[src/verilog/spi_cfg_pkg.sv]
// Constants and carrier types for the serial width, pin and baud block.
// Assumes a 32-bit AHB-Lite bus; registers sit at word index times four.
`default_nettype none
package spi_cfg_pkg;
   // Register indices; byte address is four times the index
   localparam logic [2:0] IDX_MODE = 3'h0;
   localparam logic [2:0] IDX_WPW = 3'h1;
   localparam logic [2:0] IDX_BAUD = 3'h2;
   localparam logic [2:0] IDX_DHI = 3'h4;
   localparam logic [2:0] IDX_DLO = 3'h5;
   localparam logic [2:0] IDX_ISTAT = 3'h6;
   localparam logic [2:0] IDX_IMASK = 3'h7;
   // Field positions
   localparam int MODE_MASTER_BIT = 4;
   localparam int WPW_WIDTH_BIT = 6;
   localparam int WPW_MODE_FAULT_ENABLE_BIT = 4;
   localparam int WPW_SINGLE_WIRE_OUTPUT_ENABLE_BIT = 3;
   localparam int WPW_SWAI_BIT = 1;
   localparam int WPW_BIDIRECTIONAL_PIN_SELECT_BIT = 0;
   localparam int BAUD_SPPR_LSB = 4;
   localparam int BAUD_SPR_LSB = 0;
   localparam int IRQ_DONE_BIT = 0;
   localparam int IRQ_FAULT_BIT = 1;
   localparam int IRQ_ABORT_BIT = 2;
   // Reset values
   localparam logic [7:0] MODE_RESET = 8'h00;
   localparam logic [7:0] WPW_RESET = 8'h00;
   localparam logic [7:0] BAUD_RESET = 8'h00;
   localparam logic [2:0] IMASK_RESET = 3'h0;
   // Serial pins seen by the block
   typedef struct packed {
      logic sck;
      logic ss_n;
      logic mosi;
      logic miso;
   } spi_pin_in_t;
   // Serial pin drivers; enables are active low
   typedef struct packed {
      logic sck;
      logic sck_oe_n;
      logic mosi;
      logic mosi_oe_n;
      logic miso;
      logic miso_oe_n;
   } spi_pin_out_t;
   typedef enum logic {XFER_IDLE, XFER_RUN} xfer_state_t;
   // Whole state of the block
   typedef struct packed {
      logic master;
      logic width;
      logic mode_fault_enable;
      logic single_wire_output_enable;
      logic swai;
      logic bidirectional_pin_select;
      logic [2:0] sppr;
      logic [2:0] baud_exponent_field;
      logic [15:0] tx;
      logic [15:0] rx;
      logic [2:0] status;
      logic [2:0] mask;
      logic irq;
      xfer_state_t xfer;
      logic [15:0] sh;
      logic smp;
      logic [4:0] cnt;
      logic [10:0] div;
      logic sck;
      spi_pin_in_t s1;
      spi_pin_in_t s2;
      spi_pin_in_t s3;
      spi_pin_in_t filt;
      logic dp_valid;
      logic dp_write;
      logic [2:0] dp_idx;
      logic [31:0] rdata;
   } state_t;
endpackage
`default_nettype wire

[src/verilog/spi_width_pin_baud_control.sv]
// Serial peripheral core: transfer width, pin routing, wait stop, baud.
// Assumes one AHB-Lite master, the SPI pins, and a wait mode level.
// Operation
// RULE1 - Width bit 0: shift 8 bits, low data byte only, high unused.
// RULE2 - Width bit 1: shift 16 bits using high and low bytes.
// RULE3 - Master: changing width, fault, pin, baud fields aborts to idle.
// RULE4 - Master: output enable change aborts only in single-wire mode.
// RULE5 - Fault enable set: master detects fault through slave select.
// RULE6 - Master with fault enable clear ignores slave select pin.
// RULE7 - Slave always uses slave select as an input.
// RULE8 - Single-wire: enable gates MOSI as master, MISO as slave.
// RULE9 - Normal pins: master MISO in, MOSI out; slave reversed.
// RULE10 - Master single-wire: MISO unused, MOSI is the data line.
// RULE11 - Slave single-wire: MOSI unused, MISO is the data line.
// RULE12 - Wait stop set halts serial clock generation in wait mode.
// RULE13 - Divisor is (prescale plus one) times two to (exponent plus one).
// RULE14 - Both config registers read and write anytime; reserved ignored.
// RULE15 - Bit rate is bus clock divided by the divisor.
// RULE16 - Master select bit picks mode; switching forces idle.
// RULE17 - Exponent in baud bits 2 to 0; bits 7 and 3 read zero.
// RULE18 - Abort stops clock idle, clears count, drops partial word.
`timescale 1ns/100ps
`default_nettype none
module spi_width_pin_baud_control (
   // Clock and reset
   input wire logic hclk,
   input wire logic hresetn,
   // AHB-Lite slave
   input wire logic hsel,
   input wire logic [31:0] haddr,
   input wire logic [1:0] htrans,
   input wire logic hwrite,
   input wire logic [2:0] hsize,
   input wire logic [31:0] hwdata,
   input wire logic hready,
   output logic [31:0] hrdata,
   output logic hreadyout,
   output logic hresp,
   // Serial pins
   input wire spi_cfg_pkg::spi_pin_in_t pins_in,
   output spi_cfg_pkg::spi_pin_out_t pins_out,
   // System
   input wire logic wait_mode,
   output logic irq
);
   spi_cfg_pkg::state_t st;
   spi_cfg_pkg::state_t n;
   logic wr;
   logic abort;
   logic in_bit;
   logic last;
   logic fault;

   // Half serial period in bus clocks
   function automatic logic [10:0] half_period(input logic [2:0] pp,
                                               input logic [2:0] rr);
      half_period = 11'({1'b0, pp} + 4'h1) << rr; // RULE13 RULE15
   endfunction

   // Register read mux
   function automatic logic [31:0] rd_mux(input spi_cfg_pkg::state_t s,
                                          input logic [2:0] idx);
      rd_mux = 32'h0;
      unique case (idx)
         spi_cfg_pkg::IDX_MODE: rd_mux[spi_cfg_pkg::MODE_MASTER_BIT] = s.master;
         spi_cfg_pkg::IDX_WPW: begin
            rd_mux[spi_cfg_pkg::WPW_WIDTH_BIT] = s.width;
            rd_mux[spi_cfg_pkg::WPW_MODE_FAULT_ENABLE_BIT] = s.mode_fault_enable;
            rd_mux[spi_cfg_pkg::WPW_SINGLE_WIRE_OUTPUT_ENABLE_BIT] = s.single_wire_output_enable;
            rd_mux[spi_cfg_pkg::WPW_SWAI_BIT] = s.swai;
            rd_mux[spi_cfg_pkg::WPW_BIDIRECTIONAL_PIN_SELECT_BIT] = s.bidirectional_pin_select;
         end
         spi_cfg_pkg::IDX_BAUD: begin
            rd_mux[spi_cfg_pkg::BAUD_SPPR_LSB +: 3] = s.sppr;
            rd_mux[spi_cfg_pkg::BAUD_SPR_LSB +: 3] = s.baud_exponent_field; // RULE17
         end
         spi_cfg_pkg::IDX_DHI: rd_mux[7:0] = s.width ? s.rx[15:8] : 8'h00; // RULE1
         spi_cfg_pkg::IDX_DLO: rd_mux[7:0] = s.rx[7:0];
         spi_cfg_pkg::IDX_ISTAT: rd_mux[2:0] = s.status;
         spi_cfg_pkg::IDX_IMASK: rd_mux[2:0] = s.mask;
         default: rd_mux = 32'h0;
      endcase
   endfunction

   // Reset image built from the documented reset values
   function automatic spi_cfg_pkg::state_t reset_state();
      reset_state = '0;
      reset_state.master = spi_cfg_pkg::MODE_RESET[spi_cfg_pkg::MODE_MASTER_BIT];
      reset_state.width = spi_cfg_pkg::WPW_RESET[spi_cfg_pkg::WPW_WIDTH_BIT];
      reset_state.mode_fault_enable = spi_cfg_pkg::WPW_RESET[spi_cfg_pkg::WPW_MODE_FAULT_ENABLE_BIT];
      reset_state.single_wire_output_enable = spi_cfg_pkg::WPW_RESET[spi_cfg_pkg::WPW_SINGLE_WIRE_OUTPUT_ENABLE_BIT];
      reset_state.swai = spi_cfg_pkg::WPW_RESET[spi_cfg_pkg::WPW_SWAI_BIT];
      reset_state.bidirectional_pin_select = spi_cfg_pkg::WPW_RESET[spi_cfg_pkg::WPW_BIDIRECTIONAL_PIN_SELECT_BIT];
      reset_state.sppr = spi_cfg_pkg::BAUD_RESET[spi_cfg_pkg::BAUD_SPPR_LSB +: 3];
      reset_state.baud_exponent_field = spi_cfg_pkg::BAUD_RESET[spi_cfg_pkg::BAUD_SPR_LSB +: 3];
      reset_state.mask = spi_cfg_pkg::IMASK_RESET;
      // Synchroniser stages start at the pin idle levels, so no false select follows reset
      reset_state.s1.ss_n = 1'b1;
      reset_state.s2.ss_n = 1'b1;
      reset_state.s3.ss_n = 1'b1;
      reset_state.filt.ss_n = 1'b1;
      reset_state.xfer = spi_cfg_pkg::XFER_IDLE;
   endfunction

   // Whole next-state computation
   always_comb begin
      n = st;
      wr = st.dp_valid && st.dp_write;
      abort = 1'b0;
      fault = 1'b0;
      // Three-stage input sync; a change counts when stages two and three agree
      n.s1 = pins_in;
      n.s2 = st.s1;
      n.s3 = st.s2;
      for (int i = 0; i < 4; i++) begin
         if (st.s2[i] == st.s3[i]) begin
            n.filt[i] = st.s3[i];
         end
      end
      // Register writes; reserved bits are dropped
      if (wr) begin
         unique case (st.dp_idx)
            spi_cfg_pkg::IDX_MODE: begin
               n.master = hwdata[spi_cfg_pkg::MODE_MASTER_BIT];
               abort = n.master != st.master; // RULE16
            end
            spi_cfg_pkg::IDX_WPW: begin
               n.width = hwdata[spi_cfg_pkg::WPW_WIDTH_BIT]; // RULE14
               n.mode_fault_enable = hwdata[spi_cfg_pkg::WPW_MODE_FAULT_ENABLE_BIT];
               n.single_wire_output_enable = hwdata[spi_cfg_pkg::WPW_SINGLE_WIRE_OUTPUT_ENABLE_BIT];
               n.swai = hwdata[spi_cfg_pkg::WPW_SWAI_BIT];
               n.bidirectional_pin_select = hwdata[spi_cfg_pkg::WPW_BIDIRECTIONAL_PIN_SELECT_BIT];
               abort = st.master && (n.width != st.width || n.mode_fault_enable != st.mode_fault_enable
                       || n.bidirectional_pin_select != st.bidirectional_pin_select); // RULE3
               if (st.master && st.bidirectional_pin_select && n.single_wire_output_enable != st.single_wire_output_enable) begin
                  abort = 1'b1; // RULE4
               end
            end
            spi_cfg_pkg::IDX_BAUD: begin
               n.sppr = hwdata[spi_cfg_pkg::BAUD_SPPR_LSB +: 3];
               n.baud_exponent_field = hwdata[spi_cfg_pkg::BAUD_SPR_LSB +: 3]; // RULE17
               abort = st.master && (n.sppr != st.sppr || n.baud_exponent_field != st.baud_exponent_field); // RULE3
            end
            spi_cfg_pkg::IDX_DHI: n.tx[15:8] = hwdata[7:0]; // RULE2
            spi_cfg_pkg::IDX_DLO: n.tx[7:0] = hwdata[7:0];
            spi_cfg_pkg::IDX_IMASK: n.mask = hwdata[2:0];
            default: n.tx = n.tx;
         endcase
      end
      // Mode fault: master with fault enable sees slave select low
      if (st.master && st.mode_fault_enable && !st.filt.ss_n) begin // RULE5 RULE6
         fault = 1'b1;
         n.master = 1'b0;
      end
      // Data line per pin mode: single-wire uses MOSI as master, MISO as slave
      if (st.master) begin
         in_bit = st.bidirectional_pin_select ? st.filt.mosi : st.filt.miso; // RULE9 RULE10
      end else begin
         in_bit = st.bidirectional_pin_select ? st.filt.miso : st.filt.mosi; // RULE11
      end
      last = st.cnt == (st.width ? 5'd16 : 5'd8); // RULE1 RULE2
      // Transfer engine, mode 0, MSB first
      if (abort || fault) begin
         n.xfer = spi_cfg_pkg::XFER_IDLE; // RULE18
         n.sck = 1'b0;
         n.cnt = 5'd0;
         n.div = 11'd0;
         n.sh = 16'h0;
      end else if (st.master) begin
         if (st.xfer == spi_cfg_pkg::XFER_IDLE) begin
            if (wr && st.dp_idx == spi_cfg_pkg::IDX_DLO) begin
               n.xfer = spi_cfg_pkg::XFER_RUN;
               n.sh = n.tx;
               n.cnt = 5'd0;
               n.div = 11'd0;
               n.sck = 1'b0;
            end
         end else if (!(wait_mode && st.swai)) begin // RULE12
            if (st.div == half_period(st.sppr, st.baud_exponent_field) - 11'd1) begin
               n.div = 11'd0;
               n.sck = !st.sck;
               if (!st.sck) begin
                  n.smp = in_bit;
                  n.cnt = st.cnt + 5'd1;
               end else begin
                  n.sh = {st.sh[14:0], st.smp};
                  if (last) begin
                     n.xfer = spi_cfg_pkg::XFER_IDLE;
                     n.rx = st.width ? n.sh : {8'h00, n.sh[7:0]};
                     fault = 1'b0;
                  end
               end
            end else begin
               n.div = st.div + 11'd1; // RULE15
            end
         end
      end else begin
         // Slave follows the synchronised clock while selected
         n.sck = 1'b0;
         if (st.filt.ss_n) begin // RULE7
            n.cnt = 5'd0;
            n.sh = st.tx;
            n.xfer = spi_cfg_pkg::XFER_IDLE;
         end else if (n.filt.sck && !st.filt.sck) begin
            n.xfer = spi_cfg_pkg::XFER_RUN;
            n.smp = in_bit;
            n.cnt = st.cnt + 5'd1;
         end else if (!n.filt.sck && st.filt.sck) begin
            n.sh = {st.sh[14:0], st.smp};
            if (last) begin
               n.cnt = 5'd0;
               n.xfer = spi_cfg_pkg::XFER_IDLE;
               n.rx = st.width ? n.sh : {8'h00, n.sh[7:0]};
            end
         end
      end
      // Sticky events; a set in the clear cycle wins
      n.status = st.status;
      if (wr && st.dp_idx == spi_cfg_pkg::IDX_ISTAT) begin
         n.status = st.status & ~hwdata[2:0];
      end
      if (st.xfer == spi_cfg_pkg::XFER_RUN && n.xfer == spi_cfg_pkg::XFER_IDLE
          && !abort && !fault && (last || !st.master)) begin
         n.status[spi_cfg_pkg::IRQ_DONE_BIT] = 1'b1;
      end
      if (fault) begin
         n.status[spi_cfg_pkg::IRQ_FAULT_BIT] = 1'b1;
      end
      if (abort && st.xfer == spi_cfg_pkg::XFER_RUN) begin
         n.status[spi_cfg_pkg::IRQ_ABORT_BIT] = 1'b1;
      end
      n.irq = |(n.status & n.mask);
      // AHB address phase capture; read data from post-write state
      n.dp_valid = hsel && hready && htrans[1];
      n.dp_write = hwrite;
      n.dp_idx = haddr[4:2];
      if (hsel && hready && htrans[1] && !hwrite) begin
         n.rdata = rd_mux(n, haddr[4:2]); // RULE14
      end
   end

   // State register
   always_ff @(posedge hclk or negedge hresetn) begin
      if (!hresetn) begin
         st <= reset_state();
      end else begin
         st <= n;
      end
   end

   // Bus answers: zero wait states, always OKAY
   assign hreadyout = 1'b1;
   assign hresp = 1'b0;
   assign hrdata = st.rdata;
   assign irq = st.irq;

   // Pin drivers and enables
   always_comb begin
      pins_out.sck = st.sck;
      pins_out.sck_oe_n = !st.master;
      pins_out.mosi = st.width ? st.sh[15] : st.sh[7];
      pins_out.miso = st.width ? st.sh[15] : st.sh[7];
      pins_out.mosi_oe_n = !(st.master && (!st.bidirectional_pin_select || st.single_wire_output_enable)); // RULE8 RULE9
      pins_out.miso_oe_n = !(!st.master && !st.filt.ss_n
                             && (!st.bidirectional_pin_select || st.single_wire_output_enable)); // RULE8 RULE11
   end
endmodule
`default_nettype wire

[config.mk]
export PLATFORM = sky130hd
export DESIGN_NAME = spi_width_pin_baud_control
export DESIGN_NICKNAME = d
export VERILOG_FILES = /design/src/verilog/spi_cfg_pkg.sv /design/src/verilog/spi_width_pin_baud_control.sv
export SDC_FILE = /design/constraint.sdc
export NUM_CORES = 1
export LEC_CHECK = 0
export BUFFER_PORTS_ARGS = -buffer_cell sky130_fd_sc_hd__buf_4
export CAP_MARGIN = 25
export CORE_MARGIN = 2
export CORE_UTILIZATION = 35
export DETAILED_ROUTE_END_ITERATION = 7
export GPL_ROUTABILITY_DRIVEN = 0
export PLACE_DENSITY_LB_ADDON = 0.3
export SYNTH_ARGS = -nofsm -noshare
export SYNTH_HDL_FRONTEND = slang
export SYNTH_SLANG_ARGS = --single-unit
[constraint.sdc]
create_clock -name hclk -period 3.7 [get_ports hclk]
set_input_delay 0.74 -clock hclk [delete_from_list [all_inputs] [get_ports hclk]]
set_output_delay 0.74 -clock hclk [all_outputs]
set_load 0.05 [all_outputs]
# == Yosys cells after proc, flatten, opt, wreduce, memory -nomap -nowiden ==
# Cells that the tools add are included.
# op_classes
add_sub_neg,4
eq_ne,37
n_shift,1
muxes,77
n_bitwise,5
reduce_logical,54
# op_table
operator,count
$mux W16,12
$mux W17,9
$mux W23,2
$mux W35,1
$mux W5,6
$mux W1,28
$mux W28,1
$eq A3 B3 Y1 const B,8
$mux W8,3
$logic_and A1 B1 Y1,23
$mux W11,2
$mux W6,2
$pmux W2 S6,1
$reduce_and A6 Y1,2
$add A11 B1 Y11 const B,1
$eq A11 B11 Y1,1
$logic_not A1 Y1,11
$shl A4 B3 Y11,1
$sub A11 B1 Y11 const B,1
$pmux W1 S5,2
$reduce_bool A5 Y1,2
$mux W3,3
$pmux W1 S3,3
$ne A4 B2 Y1 const B,2
other kinds (26),51
# totals
register_bits,115
inputBits,79
out_inout_bits,41
elab_cells,217

# == Longest topological paths before layout ==
# Gate-level depths: netlist (run 1).
# logic_depth
word_depth,17
ltp_mapped,19
mapped_depth_nobuf,15

# == Worst setup path after synthesis (run 1) ==
# OpenSTA, ideal clock, no wires.
# synth_timing
path_kind,register to register
startpoint,register st[131] in the netlist's numbering
endpoint,register st[69] in the netlist's numbering
setup_time_ns,0.126
t_arrival_ns,3.693
required_ns,3.574
path_slack_ns,-0.119
stages_incl_launch_ff,19
n_path_buf,3
period_less_slack_ns,3.819
path_cell_list,dfrtp_1 -> ha_1 -> clkbuf_1 -> nand2b_1 -> a21o_1 -> ha_1 -> buf_1 -> nand3b_1 -> a21oi_1 -> a41o_1 -> a2111oi_0 -> a31oi_1 -> nand4_1 -> and3b_1 -> buf_4 -> a211oi_2 -> o21a_2 -> nor2_4 -> a221o_1
# synth_via
elab_chain_cells,8
word_cells_on_any_way,18
classes_between,2 x add/sub; 6 x eq/ne; 1 x shift; 3 x mux; 6 x reduce/logical
# synth_lines
item,line_no,rtl
"start, declared",spi_width_pin_baud_control.sv:46,spi_cfg_pkg::state_t st;
"start signal, assigned",spi_width_pin_baud_control.sv:245,st <= reset_state();
"start signal, assigned",spi_width_pin_baud_control.sv:247,st <= n;
"parallel branches: the longest is 8 deep, another holds $sub A11 B1 Y11",n/a,
# Several ways; the timed one is not identified.
# A chain may end at the register's enable or synchronous reset.

# == Worst setup path in the final report (run 1) ==
# layout_timing
startpoint,register st[130] in the netlist's numbering
endpoint,register st[86] in the netlist's numbering
# layout_via
elab_chain_cells,8
word_cells_on_any_way,18
classes_between,2 x add/sub; 7 x eq/ne; 1 x shift; 3 x mux; 5 x reduce/logical
# layout_lines
item
"parallel branches: the longest is 8 deep, another holds $sub A11 B1 Y11"
# Several ways; the timed one is not identified.

==> results.toml, run 1 <==
[detailed_routing]
routed_via_density = 5.387
routedWlPerCell_um = 17.43
drt-initial-drc-count = 377
routed_wl_um = 19750
post-route-drc-count = 0
first_pass_iters = 5
ant_nets = 0
via_count = 6104

[floorplanning]
core-area_mm2 = 0.02004
die_h_um = 146.2
die_area_mm2 = 0.02138
start_util_pct = 35.33
num_rows = 52
die_x_um = 146.2
pin_count = 120

[global_route]
grt_pass1_wl_um = 31370
met3_usage_pct = 4.063
grt_use_met2_pct = 30.73
grt_use_met1_pct = 24.71
grtUsageTotal_pct = 18.63
grt_pass1_vias = 5850
globalRouteOverflowTotal = 0
grt_max_degree = 67
top_usage_layer = "met2"
antenna_found_initial = 0

[final_layout]
area.growth.synth_to_final_pct = 24.55
fin_util_pct = 44.01
nets = 934
post_layout_nonfiller_instances = 1133
drive_above_1_share_pct = 27.11
diodes = 0

[synth]
synth_top_area_share_pct = 39.23
yosysWarningCount = 0
ys.flop_type = "dfrtp_1"
ys_ff_latch = 115
post-synth-top-count-cell = "dfrtp_1"
synth_area_leaders = "dfrtp_1 39%, mux2_2 4.8%, buf_4 4.0%"
avgSynthCellArea_um2 = 9.268
netlist_area_mm2 = 0.007081
async_flop_share_pct = 100.0
synth-seq-area-share_pct = 40.71
yosysTopAreaCell = "dfrtp_1"
synthCells = 764
synth_edf_count = 0
ys_top_cells_by_count = "111 x dfrtp_1, 71 x nand2_1, 50 x a21oi_1"
yosys.cell_types.count = 83

[cts]
cts_tree = "built"
clk_latency_ns = 0.43
clock-sinks = 115
h-tree-depth = 4
clk_pin_slew_worst_paths_ns = 0.05
cts_hold_buffers = 0
cts_buffers = 17
root_buffer = "clkbuf_16"
clk_path_buf_depth = 2

[power_and_ir_drop]
powerDensity_mw_per_mm2 = 555.3
vdd_drop_max_mv = 0.4209
p_leak_nw = 3.860

[worst_setup_path]
cp_common_cell = "and3b_1"
path_buf_inv = 3
cp-end-kind = "flip-flop"
cp-start-kind = "flip-flop"
crit_chain = "ha_4 -> and3b_1 -> or4_4 -> a221oi_4 -> xnor3_1 -> a2111oi_2 -> nand4_1 -> and3b_1 -> buf_6 -> a211oi_4 -> buf_4 -> a211oi_2 -> nor2_2 -> buf_12 -> a32o_1"
worstPathRequired_ns = 4.01
critPathSlowestCell = "or4_4"
critPathMaxStageDelay_ns = 0.56
cp_max_fo = 16
arrival_ns = 4.11
critPathKind = "reg2reg"
cpLargestDelayFamily = "simple AND/OR/NAND/NOR gates"

[timing]
relSlewSlack_pct = 35.53
timing.fmax_ghz = 0.2629
finalCriticalPeriod_ns = 3.804
worst_pin_slew_ns = 0.9635
finalSetupViolCount = 26
drv_slew = 0
post-route-period-util_pct = 102.8
setup_ws_ns = -0.1037
hold_violations = 0
rsz0062_at_grt = "true"
finalSetupTns_ns = -1.994
finalClockSkew_ns = 0.01087

[run_status]
failed_checks = "setup timing"
status = "finished with violations"

[place]
dp_slack_ns = -0.2548
io_buffers = 36
dp_cells = 1086
dp_hpwl_um = 13580

[job]
drv_cap = 0

[worst_hold_path]
min_path_type = "reg2reg"
## stage by stage
step / instance area [um^2] / hold WS (ns) / total power [mW]
finish: 8818 / 0.3474 / 4.897
floorplan: 7179 / 0.3312 / 2.695
detailed placement: 7885 / 0.3364 / 3.195
global route: 8818 / 0.3633 / 5.151
global placement: 7885 / 0.3364 / 3.178
CTS: 8696 / 0.3514 / 4.890
## area by class of cell
class / instances / area, um^2
Multi-Input combinational cell: 554 / 3894
Clock inverter: 9 / 107.6
Fill cell: 1986 / 11220
Clock buffer: 23 / 467.9
Tap cell: 270 / 337.8
Inverter: 40 / 150.1
Sequential cell: 115 / 2883
Timing Repair Buffer: 122 / 978.4
## final timing paths
check                           to  depth (start not counted)     from  slack, ns
setup / recovery            st[86]                         15  st[130]      -0.10
hold / removal               n[42]                          0    n[46]       0.35
setup reg to reg            st[86]                         15  st[130]      -0.10
hold reg to reg              n[42]                          0    n[46]       0.35
max in group asynchronous  st[110]                          2  hresetn       2.51
min in group asynchronous   st[62]                          1  hresetn       0.42
## placed cells by master, fill, tap and decap left out, types with 8 or more instances in the layout
master,count
dfrtp_1,111
xor2_1,10
inv_1,39
nand2b_1,11
xnor2_1,11
a32o_1,16
nor2_1,39
nor2b_1,9
o211ai_1,12
a21oi_1,47
mux2_2,29
buf_4,110
and3_1,10
buf_6,10
nand3_1,19
conb_1,26
o21ai_0,38
o31ai_1,17
nand4_1,8
mux2i_1,11
nor3_1,9
clkbuf_16,17
nand2_1,70
## where the power goes
group / switching, mW / internal (mW)
logic: 0.957 / 0.697
registers: 0.178 / 1.45
clock network: 0.588 / 1.02
## registers in the layout, indices dropped and copies added, names as in the netlist
signal    count
st           97
hrdata        8
n             8
irq           1
pins_out      1
## worst register-to-register path: cells and delay by family (launching register included)
| family | cells | cell delay (ns) |
|---|---|---|
| AO/OA/AOI/OAI | 5 | 1.06 |
| XOR/XNOR | 1 | 0.26 |
| adder cells (fa/ha/maj) | 1 | 0.18 |
| buffers and inverters | 3 | 0.46 |
| flip-flops | 1 | 0.41 |
| AND/OR/NAND/NOR | 5 | 1.31 |
## layer usage
| layer | up-vias | part of all wire, % |
|---|---|---|
| met5 | - | 0 |
| met4 | 0 | 1.4 |
| met3 | 24 | 4.7 |
| met2 | 171 | 50 |
| met1 | 3015 | 44 |
| li1 | 2894 | - |
## cells by family (layout without fill, tap and decap cells)
group,after synthesis,in the layout,share of synthesized area (%)
DFF,115,115,40.71
buffers and inverters,119,194,8.676
AOI/OAI and AO/OA,218,218,21.79
xor gates and xnor gates,23,23,3.145
other,2,26,0.1061
muxes,48,48,7.369
and+or+nand+nor,230,230,16.75
adders and majority gates,9,9,1.449
## what timing repair did
item	in CTS	in global routing
setup endpoints to repair	45	51
pin swaps	21	21
resized for setup	36	16
setup buffers	9	7
(Power assumes the default switching activity.)
==> inputs of run 2 (changes only) <==
--- a/config.mk
+++ b/config.mk
@@ -12,6 +12,7 @@
 export DETAILED_ROUTE_END_ITERATION = 7
 export GPL_ROUTABILITY_DRIVEN = 0
 export PLACE_DENSITY_LB_ADDON = 0.3
+export REMOVE_ABC_BUFFERS = 1
 export SYNTH_ARGS = -nofsm -noshare
 export SYNTH_HDL_FRONTEND = slang
 export SYNTH_SLANG_ARGS = --single-unit
==> run 2 against run 1 <==
  * The run now ends clean
  * Largest power group unchanged
  * Register-to-register slack better by 0.10 ns
  * Count of clock-buffer cells in the layout down 2
  * Maximum frequency up 2.8%
  * Clock power up 4%
  * Non-clock buffer count up 6
  * Final area up 2.2%
  * Final cell count up 0.53%
  * Clock skew down 0.0015 ns
  * Utilization up 0.97 points
  * Routed wire length down 1.3%
  * Critical path depth down 1
==> results.toml, run 2 (same netlist as run 1, synthesis figures left out) <==
[final_layout]
final_common_cell = "buf_4"
drive_above_1_share_pct = 28.42
largest_register_ffs = 97
fin_util_pct = 44.98
post_layout_nonfiller_instances = 1139
area.growth.synth_to_final_pct = 27.30
nets = 940
final_cell_mix = "115 x buf_4, 111 x dfrtp_1, 71 x nand2_1"
regMostFlops = "st"
diodes = 0

[place]
dp_cells = 1093
dp_hpwl_um = 13590
dp_slack_ns = -0.3107
io_buffers = 36

[floorplanning]
die_x_um = 146.2
core-area_mm2 = 0.02004
num_rows = 52
pin_count = 120
die_area_mm2 = 0.02138
start_util_pct = 35.33
die_h_um = 146.2

[timing]
post-route-period-util_pct = 99.99
timing.fmax_ghz = 0.2703
rsz0062_at_grt = "true"
worst_pin_slew_ns = 0.9881
setup_ws_ns = 0.0003482
drv_slew = 0
finalCriticalPeriod_ns = 3.700
relSlewSlack_pct = 33.88
finalClockSkew_ns = 0.009415
fin_hold_ws_ns = 0.3498
finalSetupViolCount = 0
hold_violations = 0

[cts]
clk_pin_slew_worst_paths_ns = 0.06
cts_hold_buffers = 0
clk_latency_ns = 0.42
cts_tree = "built"
root_buffer = "clkbuf_16"
clock-sinks = 115
clk_path_buf_depth = 2
h-tree-depth = 4
cts_buffers = 17

[detailed_routing]
post-route-drc-count = 0
first_pass_iters = 5
ant_nets = 0
routedWlPerCell_um = 17.12
drt-initial-drc-count = 357
via_count = 6081
routed_wl_um = 19500
routed_via_density = 5.339

[global_route]
globalRouteOverflowTotal = 0
grt_pass1_wl_um = 31680
grt_max_degree = 63
antenna_found_initial = 0
grtUsageTotal_pct = 18.66
grt_pass1_vias = 5893

[power_and_ir_drop]
powerDensity_mw_per_mm2 = 554.2
p_leak_nw = 3.925
p_total_mw = 4.996
vdd_drop_max_mv = 0.3609

[worst_setup_path]
arrival_ns = 4.00
worstPathRequired_ns = 4.00
cp-end-kind = "flip-flop"
critPathKind = "reg2reg"
cp_max_fo = 5
cp-start-kind = "flip-flop"

[run_status]
status = "finished, final reports clean"

[worst_hold_path]
min_path_type = "reg2reg"

[job]
drv_cap = 0
run 2: worst max-delay path, cell delays in order (launching register included):
cell and delay, ns:
dfrtp_1 0.41, ha_4 0.28, and3b_2 0.23, o21a_1 0.19, or4_4 0.51, a21o_1 0.19
a2111oi_4 0.28, nand4_1 0.25, and3b_2 0.32, a211oi_2 0.08, buf_4 0.17, o21a_4 0.20
buf_6 0.12, o21bai_1 0.14, a22o_1 0.20
run 2: layer usage:
metal  GRT usage [%]  up-vias  part of all wire [%]
met3           3.750       29                   3.9
li1                -     2908                     -
met5               0        -                     0
met4           6.214        0                   2.0
met1           24.33     2984                    45
met2           31.16      160                    49
run 2: cell type report:
cell class / instances / area [um^2]
Fill cell: 1987 / 11030
Clock inverter: 11 / 153.9
Multi-Input combinational cell: 554 / 3995
Inverter: 40 / 150.1
Sequential cell: 115 / 2883
Timing Repair Buffer: 128 / 1044
Tap cell: 270 / 337.8
Clock buffer: 21 / 450.4
run 2: through the flow:
step | area, um^2 | setup TNS (ns)
5_1_grt | 9014 | -2.510
3_3_place_gp | 7930 | -7.429
2_1_floorplan | 6706 | -9.753
6_report | 9014 | 0
3_5_place_dp | 7930 | -7.609
4_1_cts | 8793 | -0.08688
run 2: what timing repair did:
item                       in CTS  in global routing
buffers inserted               10                  6
setup endpoints to repair      39                 48
gates cloned                    0                  0
pin swaps                      20                 13
gates resized for setup        41                 33
run 2: final timing paths:
check	from	endpoint	slack (ns)	cells after the start
worst max-delay path	st[131]	st[67]	0.0003	14
max in group asynchronous	hresetn	st[131]	2.50	2
worst min-delay path	n[48]	n[44]	0.35	0
worst max register to register	st[131]	st[67]	0.0003	14
worst min register to register	n[48]	n[44]	0.35	0
min in group asynchronous	hresetn	n[48]	0.42	1
run 2: where the power goes:
part / leakage (nW) / internal (mW) / total (mW) / switching (mW)
Sequential: 1.42 / 1.45 / 1.61 / 0.160
Clock: 0.288 / 1.08 / 1.67 / 0.590
Combinational: 2.22 / 0.724 / 1.71 / 0.987
==> inputs of run 3 (changes only) <==
--- a/config.mk
+++ b/config.mk
@@ -5,11 +5,11 @@
 export SDC_FILE = /design/constraint.sdc
 export NUM_CORES = 1
 export LEC_CHECK = 0
-export BUFFER_PORTS_ARGS = -buffer_cell sky130_fd_sc_hd__buf_4
 export CAP_MARGIN = 25
 export CORE_MARGIN = 2
 export CORE_UTILIZATION = 35
 export DETAILED_ROUTE_END_ITERATION = 7
+export DONT_BUFFER_PORTS = 1
 export GPL_ROUTABILITY_DRIVEN = 0
 export PLACE_DENSITY_LB_ADDON = 0.3
 export REMOVE_ABC_BUFFERS = 1
==> run 3 against run 2 <==
  * The run now ends with setup timing left
  * Global-route usage about the same
  * Register-to-register slack worse by 0.18 ns
  * Clock skew down 0.0012 ns
  * Maximum frequency down 4.6%
  * Critical endpoint is now st[70]
==> results.toml, run 3 (same netlist as run 1, synthesis figures left out) <==
[global_route]
grt_max_degree = 116
globalRouteOverflowTotal = 0
grtUsageTotal_pct = 18.63
grt_pass1_vias = 5837
grt_pass1_wl_um = 31740
antenna_found_initial = 0

[worst_setup_path]
cp-start-kind = "flip-flop"
cp_max_fo = 5
arrival_ns = 4.22
cp-end-kind = "flip-flop"
r2r-start = "st[131]"
worstPathRequired_ns = 4.04
critPathKind = "reg2reg"
cp-startpoint = "st[131]"

[cts]
h-tree-depth = 4
cts_tree = "built"
cts_buffers = 17
root_buffer = "clkbuf_16"
clk_latency_ns = 0.42
clk_path_buf_depth = 2
clock-sinks = 115
clk_pin_slew_worst_paths_ns = 0.05

[final_layout]
largest_register_ffs = 97
final_cell_mix = "111 x dfrtp_1, 70 x nand2_1, 68 x buf_4"
final_common_cell = "dfrtp_1"
drive_above_1_share_pct = 25.87
regArea_mm2 = 0.002883
fillers = 1955
multiInputGateArea_mm2 = 0.004045
regMostFlops = "st"
fin_util_pct = 43.78
nets = 902
diodes = 0
area.growth.synth_to_final_pct = 23.89

[detailed_routing]
drt-initial-drc-count = 279
met2WireLength_um = 9796
routed_via_density = 5.398
first_pass_iters = 5
route.top_layer_used = "met4"
wl_met1_um = 8714
routedWlPerCell_um = 17.89
met3_length_um = 827
post-route-drc-count = 0
routed_wl_um = 19700
via_count = 5943
ant_nets = 0

[timing]
hold_violations = 0
post-route-period-util_pct = 104.8
timing.fmax_ghz = 0.2579
fin_hold_ws_ns = 0.01408
relSlewSlack_pct = 34.72
finalSetupViolCount = 34
finalClockSkew_ns = 0.008216
worst_pin_slew_ns = 0.9756
rsz0062_at_grt = "true"
finalCriticalPeriod_ns = 3.877
setup_ws_ns = -0.1774
drv_slew = 0

[run_status]
status = "finished with violations"
failed_checks = "setup timing"

[power_and_ir_drop]
p_leak_nw = 3.748
vdd_drop_max_mv = 0.4856
powerDensity_mw_per_mm2 = 539.5

[floorplanning]
start_util_pct = 35.33
pin_count = 120
num_rows = 52
core-area_mm2 = 0.02004
die_h_um = 146.2
die_area_mm2 = 0.02138
die_x_um = 146.2

[worst_hold_path]
min_path_type = "in2async"

[place]
dp_hpwl_um = 13380
io_buffers = 0

[job]
drv_cap = 0
## run 3: cell count changes in the layout (fill, tap and decap cells not counted), moves of 3 or more
| cell | before | now |
|---|---|---|
| a21oi_2 | 4 | 1 |
| o21ai_0 | 37 | 29 |
| nor2_1 | 39 | 36 |
| buf_4 | 115 | 68 |
| bufinv_16 | 3 | 0 |
| o21ai_2 | 1 | 6 |
| nor2_2 | 0 | 3 |
| buf_6 | 8 | 15 |
| clkinv_2 | 1 | 5 |
| clkinv_4 | 4 | 1 |
## run 3: routing by layer
metal | up-vias | GRT usage, %
met5 | - | 0
met4 | 0 | 6.456
met3 | 27 | 3.844
met2 | 143 | 31.46
met1 | 2946 | 23.83
li1 | 2827 | -
## run 3: power by group
part / internal [mW] / switching (mW)
combinational: 0.677 / 0.873
clock: 0.901 / 0.575
sequential: 1.45 / 0.254
total: 3.03 / 1.70
## run 3: final timing paths
check	endpoint	slack, ns	depth (start not counted)
min in group hclk	n[47]	0.31	0
worst max-delay path	st[70]	-0.18	14
worst min register to register	n[42]	0.35	0
worst min-delay path	n[48]	0.01	0
worst max register to register	st[70]	-0.18	14
max in group asynchronous	st[128]	3.49	0
## run 3: timing repair
action                                  4_1_cts  5_1_grt
resized for setup                            42       56
pin swaps                                    27       34
hold endpoints to repair                      0        0
gates cloned                                  1        0
setup buffers                                10        9
hold buffers                                  0        0
endpoints found under the setup margin       38       57
## run 3: worst max-delay path, stage by stage (launching register included)
cell       delay [ns]
dfrtp_1          0.42
buf_6            0.14
and4b_1          0.21
or4_4            0.56
a221oi_4         0.30
xnor3_1          0.39
a2111oi_4        0.32
nand4_1          0.21
and3b_2          0.33
a211oi_4         0.07
buf_4            0.17
o21a_4           0.22
nor2_4           0.15
buf_12           0.13
mux2i_4          0.20
## run 3: area by class of cell
class                   count  area share, %
inverters                  40          1.712
clock buffers              23          5.449
well taps                 270          3.851
multi-input cells         554          46.11
clock inverters             9         0.6418
flip-flops and latches    115          32.86
repair buffers             90          9.371
## run 3: metrics by stage
stage | instance area, um^2 | total power [mW] | setup TNS (ns) | worst slack, ns | std cells
after CTS | 8474 | 4.656 | -0.4953 | -0.1083 | 1093
after global placement | 7649 | 3.070 | -8.315 | -0.3355 | 1050
after global routing | 8772 | 4.978 | -10.72 | -0.3425 | 1101
after floorplan | 6706 | 2.591 | -9.753 | -0.7799 | 709
after detailed placement | 7649 | 3.080 | -7.340 | -0.3313 | 1050
final | 8772 | 4.732 | -3.841 | -0.1774 | 1101
